==> config.mk <==
export PLATFORM = sky130hd
export DESIGN_NAME = dual_adc_serial_power_ctrl
export DESIGN_NICKNAME = d
export VERILOG_FILES = /design/src/adc_serial_pkg.sv /design/src/sync_two_ff.sv /design/src/result_fifo.sv /design/src/dual_adc_serial_power_ctrl.sv
export SDC_FILE = /design/constraint.sdc
export NUM_CORES = 1
export LEC_CHECK = 0
export ABC_AREA = 0
export BUFFER_PORTS_ARGS = -buffer_cell sky130_fd_sc_hd__buf_2
export CAP_MARGIN = 5
export CORE_ASPECT_RATIO = 0.8
export CORE_MARGIN = 1
export CORE_UTILIZATION = 45
export DETAILED_ROUTE_END_ITERATION = 8
export MAX_ROUTING_LAYER = met4
export PLACE_DENSITY = 0.61
export RECOVER_POWER = 100
export SYNTH_ARGS = -nofsm -noshare
export SYNTH_HDL_FRONTEND = slang
export SYNTH_SLANG_ARGS = --single-unit
==> constraint.sdc <==
create_clock -name clock -period 4 [get_ports clock]
set_clock_uncertainty 0.2 [all_clocks]
set_input_delay 0 -clock clock [delete_from_list [all_inputs] [get_ports clock]]
set_output_delay 0 -clock clock [all_outputs]
set_load 0.02 [all_outputs]
==> src/adc_serial_pkg.sv <==
// Shared constants and types of the dual converter serial and power logic.
// Assumes one 100 MHz clock that samples the host's select and serial clock.
package adc_serial_pkg;

    // ------------------------------------------------------------------
    // Frame layout
    // ------------------------------------------------------------------
    localparam int RES_BITS = 12;
    localparam int FRAME_BITS = 32;
    localparam int FIFO_DEPTH = 16;
    localparam int CNT_W = 6;

    // ------------------------------------------------------------------
    // Falling-edge counts that mark positions in a frame
    // ------------------------------------------------------------------
    localparam logic [CNT_W-1:0] CNT_GLITCH = 6'h02;
    localparam logic [CNT_W-1:0] CNT_PDN_END = 6'h0A;
    localparam logic [CNT_W-1:0] CNT_TRACK = 6'h0D;
    localparam logic [CNT_W-1:0] CNT_DONE = 6'h0E;
    localparam logic [CNT_W-1:0] CNT_END = 6'h20;
    localparam logic [CNT_W-1:0] CNT_MAX = 6'h3F;

    // ------------------------------------------------------------------
    // Types and reset values
    // ------------------------------------------------------------------
    typedef enum logic [1:0] {
        PWR_NORMAL = 2'b00,
        PWR_PARTIAL = 2'b01,
        PWR_FULL = 2'b10
    } pwr_state_t;

    typedef struct packed {
        logic [RES_BITS-1:0] a;
        logic [RES_BITS-1:0] b;
    } result_pair_t;

    localparam pwr_state_t PWR_RESET = PWR_NORMAL;
    localparam logic CS_IDLE = 1'b1;
    localparam logic SCLK_IDLE = 1'b0;

endpackage : adc_serial_pkg

==> src/sync_two_ff.sv <==
// Two flip-flop synchroniser for one pin level.
// Assumes the pin is asynchronous to clock; only the second stage is read.
`timescale 1ns/1ps
module sync_two_ff #(
    parameter logic INIT = 1'b0
) (
    // Clock and reset
    input wire logic clock,
    input wire logic rst,
    // Pin and synchronised level
    input wire logic din,
    output logic q
);
    logic meta_r;

    always_ff @(posedge clock or posedge rst) begin
        if (rst) begin
            meta_r <= INIT;
            q <= INIT;
        end else begin
            meta_r <= din;
            q <= meta_r;
        end
    end

endmodule : sync_two_ff

==> src/result_fifo.sv <==
// Result FIFO between the converter cores and the serial shifter.
// Assumes DEPTH is a power of two; both sides run on clock.
`timescale 1ns/1ps
module result_fifo #(
    parameter int WIDTH = 24,
    parameter int DEPTH = 16
) (
    // Clock and reset
    input wire logic clock,
    input wire logic rst,
    // Filling side
    input wire logic in_valid,
    input wire logic [WIDTH-1:0] in_data,
    output logic in_ready,
    // Draining side
    output logic out_valid,
    output logic [WIDTH-1:0] out_data,
    input wire logic out_ready
);
    localparam int AW = $clog2(DEPTH);
    localparam int CW = $clog2(DEPTH + 1);

    logic [WIDTH-1:0] mem [DEPTH];
    logic [AW-1:0] wr_ptr_r;
    logic [AW-1:0] rd_ptr_r;
    logic [CW-1:0] count_r;
    logic push;
    logic pop;

    assign in_ready = (count_r != CW'(DEPTH));
    assign out_valid = (count_r != '0);
    assign out_data = mem[rd_ptr_r];
    assign push = in_valid & in_ready;
    assign pop = out_valid & out_ready;

    always_ff @(posedge clock) begin
        if (push) begin
            mem[wr_ptr_r] <= in_data;
        end
    end

    always_ff @(posedge clock or posedge rst) begin
        if (rst) begin
            wr_ptr_r <= '0;
            rd_ptr_r <= '0;
            count_r <= '0;
        end else begin
            wr_ptr_r <= wr_ptr_r + AW'(push);
            rd_ptr_r <= rd_ptr_r + AW'(pop);
            count_r <= count_r + CW'(push) - CW'(pop);
        end
    end

endmodule : result_fifo

==> src/dual_adc_serial_power_ctrl.sv <==
// Serial readout and power sequencing of a dual sampling converter.
// Assumes results arrive as pairs on clock; select and serial clock are pins.
//
// Function
// - Select rise between falls 2 and 9: normal to partial, partial to full.
// - Full power-down switches off analog circuits and the reference too.
// - The early select rise alone powers down; no full frame needed.
// - Wake-up starts at select fall of a frame held past fall ten.
// - Select fall holds the sample, starts conversion, enables both lines.
// - After 13 counted falls, the next rise returns to track.
// - A 16-clock frame shows two zeros after the last result bit.
// - Any select rise aborts conversion and releases both data lines.
// - A longer frame chains the other channel's result on each line.
// - In a chained read the line releases at fall 32 or select rise.
// - Two leading zeros, then 12 bits MSB first, one per fall.
// - A fall coincident with select fall, and early rises, are ignored.
// - Select rise after fall ten keeps power but aborts the frame.
// - Select rise before fall two in normal mode is a glitch.
// - While waking, a rise before fall ten powers down again.
`timescale 1ns/1ps
module dual_adc_serial_power_ctrl
    import adc_serial_pkg::*;
#(
    parameter int DEPTH = FIFO_DEPTH
) (
    // Clock and reset
    input wire logic clock,
    input wire logic rst,
    // Host serial pins
    input wire logic cs_n_pin,
    input wire logic sclk_pin,
    // Conversion results from the converter cores
    input wire logic conv_valid,
    input wire result_pair_t conv_data,
    output logic conv_ready,
    // Data lines, enable high while driving
    output logic data_out_a,
    output logic data_oe_a,
    output logic data_out_b,
    output logic data_oe_b,
    // Analog control
    output logic track_hold,
    output logic conv_active,
    output logic analog_on,
    output logic reference_on,
    output pwr_state_t power_state
);
    // ------------------------------------------------------------------
    // Pin synchronisers and edges
    // ------------------------------------------------------------------
    logic cs_n_s;
    logic sclk_s;
    logic cs_n_d_r;
    logic sclk_d_r;
    logic cs_fall;
    logic cs_rise;
    logic sclk_rise;
    logic fall_cnt;

    sync_two_ff #(.INIT(CS_IDLE)) u_sync_cs (
        .clock(clock),
        .rst(rst),
        .din(cs_n_pin),
        .q(cs_n_s)
    );

    sync_two_ff #(.INIT(SCLK_IDLE)) u_sync_sclk (
        .clock(clock),
        .rst(rst),
        .din(sclk_pin),
        .q(sclk_s)
    );

    always_ff @(posedge clock or posedge rst) begin
        if (rst) begin
            cs_n_d_r <= CS_IDLE;
            sclk_d_r <= SCLK_IDLE;
        end else begin
            cs_n_d_r <= cs_n_s;
            sclk_d_r <= sclk_s;
        end
    end

    logic in_frame_r;

    assign cs_fall = cs_n_d_r & ~cs_n_s;
    assign cs_rise = ~cs_n_d_r & cs_n_s;
    // A fall in the select-fall cycle finds in_frame_r still low.
    assign fall_cnt = sclk_d_r & ~sclk_s & in_frame_r & ~cs_n_s;
    assign sclk_rise = ~sclk_d_r & sclk_s & in_frame_r & ~cs_n_s;

    // ------------------------------------------------------------------
    // Result FIFO
    // ------------------------------------------------------------------
    // Back-pressure reaches the cores: a frame pops one pair only.
    logic fifo_valid;
    result_pair_t fifo_data;
    result_pair_t pair;

    result_fifo #(.WIDTH($bits(result_pair_t)), .DEPTH(DEPTH)) u_fifo (
        .clock(clock),
        .rst(rst),
        .in_valid(conv_valid),
        .in_data(conv_data),
        .in_ready(conv_ready),
        .out_valid(fifo_valid),
        .out_data(fifo_data),
        .out_ready(cs_fall)
    );

    // An empty FIFO yields a zero result rather than stale data.
    assign pair = fifo_valid ? fifo_data : '0;

    // ------------------------------------------------------------------
    // Frame counter and shifters
    // ------------------------------------------------------------------
    function automatic logic [FRAME_BITS-1:0] frame_word(
        input logic [RES_BITS-1:0] first,
        input logic [RES_BITS-1:0] second
    );
        frame_word = {2'b00, first, 4'h0, second, 2'b00};
    endfunction : frame_word

    logic [CNT_W-1:0] cnt_r;
    logic [CNT_W-1:0] cnt_inc;
    logic [FRAME_BITS-1:0] sh_a_r;
    logic [FRAME_BITS-1:0] sh_b_r;
    logic oe_r;

    assign cnt_inc = (cnt_r == CNT_MAX) ? cnt_r : cnt_r + 6'h01;

    always_ff @(posedge clock or posedge rst) begin
        if (rst) begin
            cnt_r <= '0;
        end else if (cs_n_s || cs_fall) begin
            cnt_r <= '0;
        end else if (fall_cnt) begin
            cnt_r <= cnt_inc;
        end
    end

    // Line A sends A then B, line B sends B then A.
    always_ff @(posedge clock or posedge rst) begin
        if (rst) begin
            sh_a_r <= '0;
            sh_b_r <= '0;
        end else if (cs_fall) begin
            sh_a_r <= frame_word(pair.a, pair.b);
            sh_b_r <= frame_word(pair.b, pair.a);
        end else if (fall_cnt) begin
            sh_a_r <= {sh_a_r[FRAME_BITS-2:0], 1'b0};
            sh_b_r <= {sh_b_r[FRAME_BITS-2:0], 1'b0};
        end
    end

    always_ff @(posedge clock or posedge rst) begin
        if (rst) begin
            oe_r <= 1'b0;
        end else if (cs_fall) begin
            oe_r <= 1'b1;
        end else if (cs_rise) begin
            oe_r <= 1'b0;
        end else if (fall_cnt && cnt_inc == CNT_END) begin
            oe_r <= 1'b0;
        end
    end

    assign data_out_a = sh_a_r[FRAME_BITS-1];
    assign data_out_b = sh_b_r[FRAME_BITS-1];
    assign data_oe_a = oe_r;
    assign data_oe_b = oe_r;

    // ------------------------------------------------------------------
    // Track-and-hold and conversion
    // ------------------------------------------------------------------
    logic hold_r;
    logic active_r;

    always_ff @(posedge clock or posedge rst) begin
        if (rst) begin
            hold_r <= 1'b0;
        end else if (cs_fall) begin
            hold_r <= 1'b1;
        end else if (cs_rise) begin
            hold_r <= 1'b0;
        end else if (sclk_rise && cnt_r >= CNT_TRACK) begin
            hold_r <= 1'b0;
        end
    end

    // The serial clock paces the conversion; fall 14 completes it.
    always_ff @(posedge clock or posedge rst) begin
        if (rst) begin
            active_r <= 1'b0;
        end else if (cs_fall) begin
            active_r <= 1'b1;
        end else if (cs_rise) begin
            active_r <= 1'b0;
        end else if (fall_cnt && cnt_inc == CNT_DONE) begin
            active_r <= 1'b0;
        end
    end

    assign track_hold = hold_r;
    assign conv_active = active_r;

    // ------------------------------------------------------------------
    // Power state
    // ------------------------------------------------------------------
    // Only the select rise moves the state, so no full frame is needed.
    pwr_state_t pwr_r;
    pwr_state_t pwr_cut;
    pwr_state_t pwr_nxt;
    logic frame_nxt;
    logic analog_r;
    logic ref_r;

    assign pwr_cut = (pwr_r == PWR_NORMAL) ? PWR_PARTIAL : PWR_FULL;
    assign pwr_nxt = !cs_rise ? pwr_r :
                     (cnt_r >= CNT_PDN_END) ? PWR_NORMAL :
                     (cnt_r >= CNT_GLITCH) ? pwr_cut :
                     pwr_r;
    assign frame_nxt = cs_fall | (in_frame_r & ~cs_rise);

    always_ff @(posedge clock or posedge rst) begin
        if (rst) begin
            pwr_r <= PWR_RESET;
            in_frame_r <= 1'b0;
            analog_r <= 1'b1;
            ref_r <= 1'b1;
        end else begin
            pwr_r <= pwr_nxt;
            in_frame_r <= frame_nxt;
            // Power-up begins at the frame's select fall.
            analog_r <= (pwr_nxt == PWR_NORMAL) | frame_nxt;
            ref_r <= (pwr_nxt != PWR_FULL) | frame_nxt;
        end
    end

    assign analog_on = analog_r;
    assign reference_on = ref_r;
    assign power_state = pwr_r;
endmodule : dual_adc_serial_power_ctrl

After elaboration in Yosys (flattened, before gate mapping)
Memory sizes are Yosys's and may differ from the RTL's.
Index checks and enable logic that the tools add are counted.
- memory bits (writable): 384
- output and inout bits: 11
- memories: 1
- register bits: 97
- add/subtract/negate cells: 5
- order comparisons: 3
- bitwise operators: 19
- muxes and demuxes: 23
- eq/ne operators: 5
- reductions and logical operators: 12
- memory list (memory ; depth ; bits a word ; rd ports ; clocked after Yosys merged registers in ; wr ports ; RTL line ; RTL):
    u_fifo.mem ; 16 ; 24 ; 1 ; 0 ; 1 ; result_fifo.sv:23 ; logic [WIDTH-1:0] mem [DEPTH];
- operators with widths (operator ; count):
    2-to-1 mux 32 bit ; 4
    2-to-1 mux 24 bit ; 1
    2-to-1 mux 6 bit ; 3
    equality test 6 bit (second input constant) ; 2
    >= comparator 6 x 4 -> 1 bit (second input constant) ; 2
    AND 1 bit ; 11
    2-to-1 mux 1 bit ; 11
    nonzero test 3 bit ; 3
    adder 4 x 1 -> 4 bit ; 2
    2-to-1 mux 2 bit ; 4
    adder 6 x 1 -> 6 bit (second input constant) ; 1
    equality test 6 x 4 -> 1 bit (second input constant) ; 1
    >= comparator 6 x 2 -> 1 bit (second input constant) ; 1
    adder 5 x 1 -> 5 bit ; 1
    != test 5 bit (second input constant) ; 1
    inverter 1 bit ; 5
    nonzero test 5 bit ; 1
    subtractor 5 x 1 -> 5 bit ; 1
    zero test 2 bit ; 2
    nonzero test 2 bit ; 2
    logical AND 1 bit ; 3
    OR 1 bit ; 3
    != test 2 bit (second input constant) ; 1
    logical OR 1 bit ; 1

Logic depth before layout (Yosys ltp)
- word-level depth: 8
- gate-level depth with buffers: 15
- depth with buffers taken out: 15

Cells and area by module
From an unflattened synthesis, not the netlist that was laid out.
- cell total of the unflattened synthesis: 1166
- area, all modules: 19248.5 um^2
- modules (own cells, without submodules) (module ; sequential area each (um^2) ; times used ; cells an instance ; area each (um^2)):
    result_fifo ; 11856.4 ; 1 ; 766 ; 15558.7
    dual_adc_serial_power_ctrl ; 1905.6 ; 1 ; 394 ; 3579.7
    sync_two_ff (u_sync_cs) ; 52.6 ; 1 ; 3 ; 56.3
    sync_two_ff (u_sync_sclk) ; 50.0 ; 1 ; 3 ; 53.8

Worst setup path before layout
No wires, ideal clock.
- kind: reg-to-reg
- start point: register u_fifo.count_r[2]
- end point: memory u_fifo.mem[0][0] (enable)
- data arrival time: 3.299 ns
- buffers on the path: 1
- clock period less this slack: 3.934 ns
- required time: 3.365 ns
- setup slack: 0.066 ns
- stages on the path, launching flop included: 8
- cell sequence: dfrtp_1 inv_1 ha_1 nand4_1 and2_1 clkbuf_1 or3b_2 nor3_1
- cells in the longest elaborated chain, start to end: 4
- ends and longest elaborated chain (element ; RTL line ; RTL):
    start: declaration ; result_fifo.sv:26 ; logic [CW-1:0] count_r;
    start signal: assignment ; result_fifo.sv:50 ; count_r <= count_r + CW'(push) - CW'(pop);
    != test 5 bit ; result_fifo.sv:30 ; assign in_ready = (count_r != CW'(DEPTH));
    via conv_ready ; dual_adc_serial_power_ctrl.sv:35 ; output logic conv_ready,
    AND 1 bit ; result_fifo.sv:33 ; assign push = in_valid & in_ready;
    2-to-1 mux 1 bit ; result_fifo.sv:37 ; if (push) begin
    2-to-1 mux 1 bit (implied by the code) ; result_fifo.sv:38 ; mem[wr_ptr_r] <= in_data;
    end: declaration ; result_fifo.sv:23 ;
The timed path passes the listed nets, and every way through them passes these cells.

Final worst setup path
- start point: register u_fifo.count_r[2]
- end point: memory u_fifo.mem[4][16] (enable)
- cells in the longest elaborated chain, start to end: 4
- ends and longest elaborated chain (element ; RTL line):
    != test 5 bit ; result_fifo.sv:30
    AND 1 bit ; result_fifo.sv:33
    2-to-1 mux 1 bit ; result_fifo.sv:37
    2-to-1 mux 1 bit (implied by the code) ; result_fifo.sv:38
Every way passes these cells.

==> reports/results.tsv <==
metric	value	unit
ys_ff_latch	477	
fin_area	0.0218	mm2
cts_max_level	2	
violations	capacitance limit, slew limit	
antenna_found_initial	2	
grt_setup_unrepaired	false	
cts.sinks	477	
post_synth.cell_area_avg	16.2	um2
io_pins	40	
synth_largest_area_cell	edfxtp_1	
multi_input_area	0.00495	mm2
dp_hpwl	23900	um
leakage	0.00788	uW
die_w	234	um
track_usage	19.8	%
synth_top_family_by_area	multiplexers	
wire_per_inst	22.0	um
clockBufferDepth	3	
clock_latency	560	ps
clkTransAtPathRegs	60	ps
timing.rr.end	u_fifo.mem[4][16]$_DFFE_PP_	
cts_tree	built	
ys_warn_count	0	
place_congestion	0.774	
row_count	67	
drive_above_1_share	10.8	%
placed_area	0.0202	mm2
cp.required	4050	ps
initial_utilization	45.9	%
critPathMaxFanout	9	
drv_slew	119	
fmax	0.288	GHz
switchingPower	4490	uW
worstMarginPinSlew	2620	ps
drc	0	
r2r-start	u_fifo.count_r[2]$_DFF_PP0_	
tns	0	ps
cts_hold_buf	30	
nets	1323	
report.final.setup_viol	0	
synth_area	0.0193	mm2
critPathSlowestCell	nor2_1	
path_class	reg2reg	
register_area	0.0139	mm2
io_buffers	39	
synth.area.top_cells	edfxtp_1, dfrtp_1, mux2i_1	
clock_power_share	29.1	%
seqPwrFrac	43.7	%
worstHoldStart	u_sync_sclk.meta_r$_DFF_PP0_	
power.density	665	mW/mm2
grt_max_degree	69	
drtIter0Drc	846	
cp-end-kind	flop	
synthAdderAreaFrac	1.08	%
fin_cells	1869	
finalCriticalPeriod	3480	ps
ys.flop_type	edfxtp_1	
numCtsBuffers	47	
cap_violations	4	
swShare	31.0	%
grt_pass1_wl	63400	um
yosysMostFrequentCell	edfxtp_1	
drt.antenna.violating_nets	0	
cts_root_buffer	clkbuf_16	
synthToLayoutAreaGrowth	13.0	%
die_y	187	um
nFillCells	3516	
crit_start	u_fifo.count_r[2]$_DFF_PP0_	
cp_top_family	simple AND/OR/NAND/NOR gates	
slew_headroom	-74.6	%
firstDrtPassIters	6	
period_share	86.9	%
hold_viol	0	
grt-ovfl-total	0	
syn_nets	1239	
synth-simple-area-share	3.62	%
syn_inst	1194	
hold_path_class	reg2reg	
run_status	finished, violations left	
critPathArrivalTime	3530	ps
dieArea	0.0437	mm2
post_cts_resized	0	
worst-r2r-setup-slack	520	ps
vias	10478	
drt-vias-per-instance	5.61	
routed_wl	41100	um
post_cts_buffers	0	
synth_edf_count	384	
synth_top_area_share	59.8	%
synth_compound_area_share	9.95	%
peakVddDrop	0.365	mV
synth_top_cells_by_count	edfxtp_1, mux2i_1, dfrtp_1, nor2_1, a21oi_1	
cp.buffers_inverters	2	
holdPathStages	0	
grt_pass1_vias	10595	
reg2regPathDepth	7	
worst_setup_path_start_kind	flop	
yosysUniqueCellTypes	51	
synth_mux_area_share	10.2	%
core_area	0.0421	mm2
yosys.area_share.xor_xnor	0.590	%
worstPathCellList	inv_1 > ha_1 > nand4_1 > and2_0 > or3b_2 > nor2_1 > buf_4	
p_int	10000	uW
whs_endpoint	u_sync_sclk.q$_DFF_PP0_	
slowest_delay	980	ps
synth-seq-area-share	71.9	%
postSynth.asyncResetShare	19.5	%
pwr-share-comb	27.2	%
place_inst	1751	
power groups by stage:
stage / registers, uW / clock network (uW) / logic [uW]
after CTS: 6340 / 4320 / 4070
after floorplan: 6280 / 0 / 2980
after detailed placement: 6430 / 0 / 4030
after global routing: 6400 / 4500 / 4250
final: 6340 / 4220 / 3940
after global placement: 6410 / 0 / 3970
final cells by class:
type / instances / area share, %
diodes: 2 / 0.0230
clock buffers: 59 / 5.74
clock inverters: 27 / 0.958
inverters: 18 / 0.310
multi-input cells: 625 / 22.7
flip-flops and latches: 477 / 63.6
well taps: 552 / 3.17
repair buffers: 109 / 3.49
cells in the final DEF (no fill, tap or decap), types with 4 or more instances in the layout:
cell type / n
buf_2: 4
clkinv_1: 8
nor2_2: 5
clkbuf_16: 47
edfxtp_1: 384
mux2i_1: 193
a21oi_1: 64
dlygate4sd3_1: 30
a22o_1: 44
xor2_1: 4
nand3_1: 10
ha_1: 15
clkinv_2: 13
a22oi_1: 30
buf_4: 14
dfstp_2: 4
xnor2_1: 9
nand2b_1: 4
dfrtp_1: 87
a21o_1: 6
clkbuf_2: 8
buf_12: 6
nor2_1: 65
a221oi_1: 24
a221oi_2: 20
o21ai_0: 5
nand2_1: 33
nor3_1: 8
inv_1: 18
clkbuf_1: 56
o21bai_1: 45
cell families after synthesis:
group	after synthesis
flip-flops	477
AO/OA/AOI/OAI	247
multiplexers	196
adder cells (fa/ha/maj)	16
XOR/XNOR	13
AND/OR/NAND/NOR	153
buffers and inverters	92
flip-flops by register name, indices dropped and copies added, names as in the netlist, 2 cells and up:
signal	flops
u_fifo.rd_ptr_r	4
sh_b_r	30
u_fifo.mem	384
cnt_r	6
u_fifo.wr_ptr_r	4
power_state	2
sh_a_r	30
u_fifo.count_r	5
worst register-to-register path: cells and delay by family (launching register included):
family / cells / cell delay, ps
fa+ha+maj: 1 / 220
buf+inv: 2 / 440
simple gates: 4 / 1980
flops: 1 / 350
per-stage QoR:
step | power (uW) | hold WS [ps] | util [%] | setup WS [ps]
after global routing | 15100 | 167 | 51.8 | 368
final | 14500 | 149 | 51.8 | 523
after floorplan | 9270 | -196 | - | 66.3
after detailed placement | 10500 | -90.8 | 48.1 | 969
after global placement | 10400 | -93.1 | 48.1 | 1140
after CTS | 14700 | 7.12 | 52.3 | 953
worst max-delay path by stage:
stage | end | slack, ps | depth (start not counted)
after CTS | u_fifo.count_r[4]$_DFF_PP0_ | 950 | 15
final | u_fifo.mem[4][16]$_DFFE_PP_ | 520 | 7
after detailed placement | u_fifo.count_r[4]$_DFF_PP0_ | 970 | 15
after global routing | u_fifo.rd_ptr_r[1]$_DFF_PP0_ | 370 | 3
after floorplan | u_fifo.mem[0][0]$_DFFE_PP_ | 70 | 7
after global placement | u_fifo.count_r[4]$_DFF_PP0_ | 1140 | 15
per-layer routing:
layer  track usage, %  part of all wire (%)  up-vias
met2             29.5                    46      220
met3             2.96                   4.6       58
met1             28.6                    47     5393
li1                 -                     -     4807
met4             4.97                   1.8        0
met5                -                     0        -
Note: power is estimated with default switching activity, not from simulation.
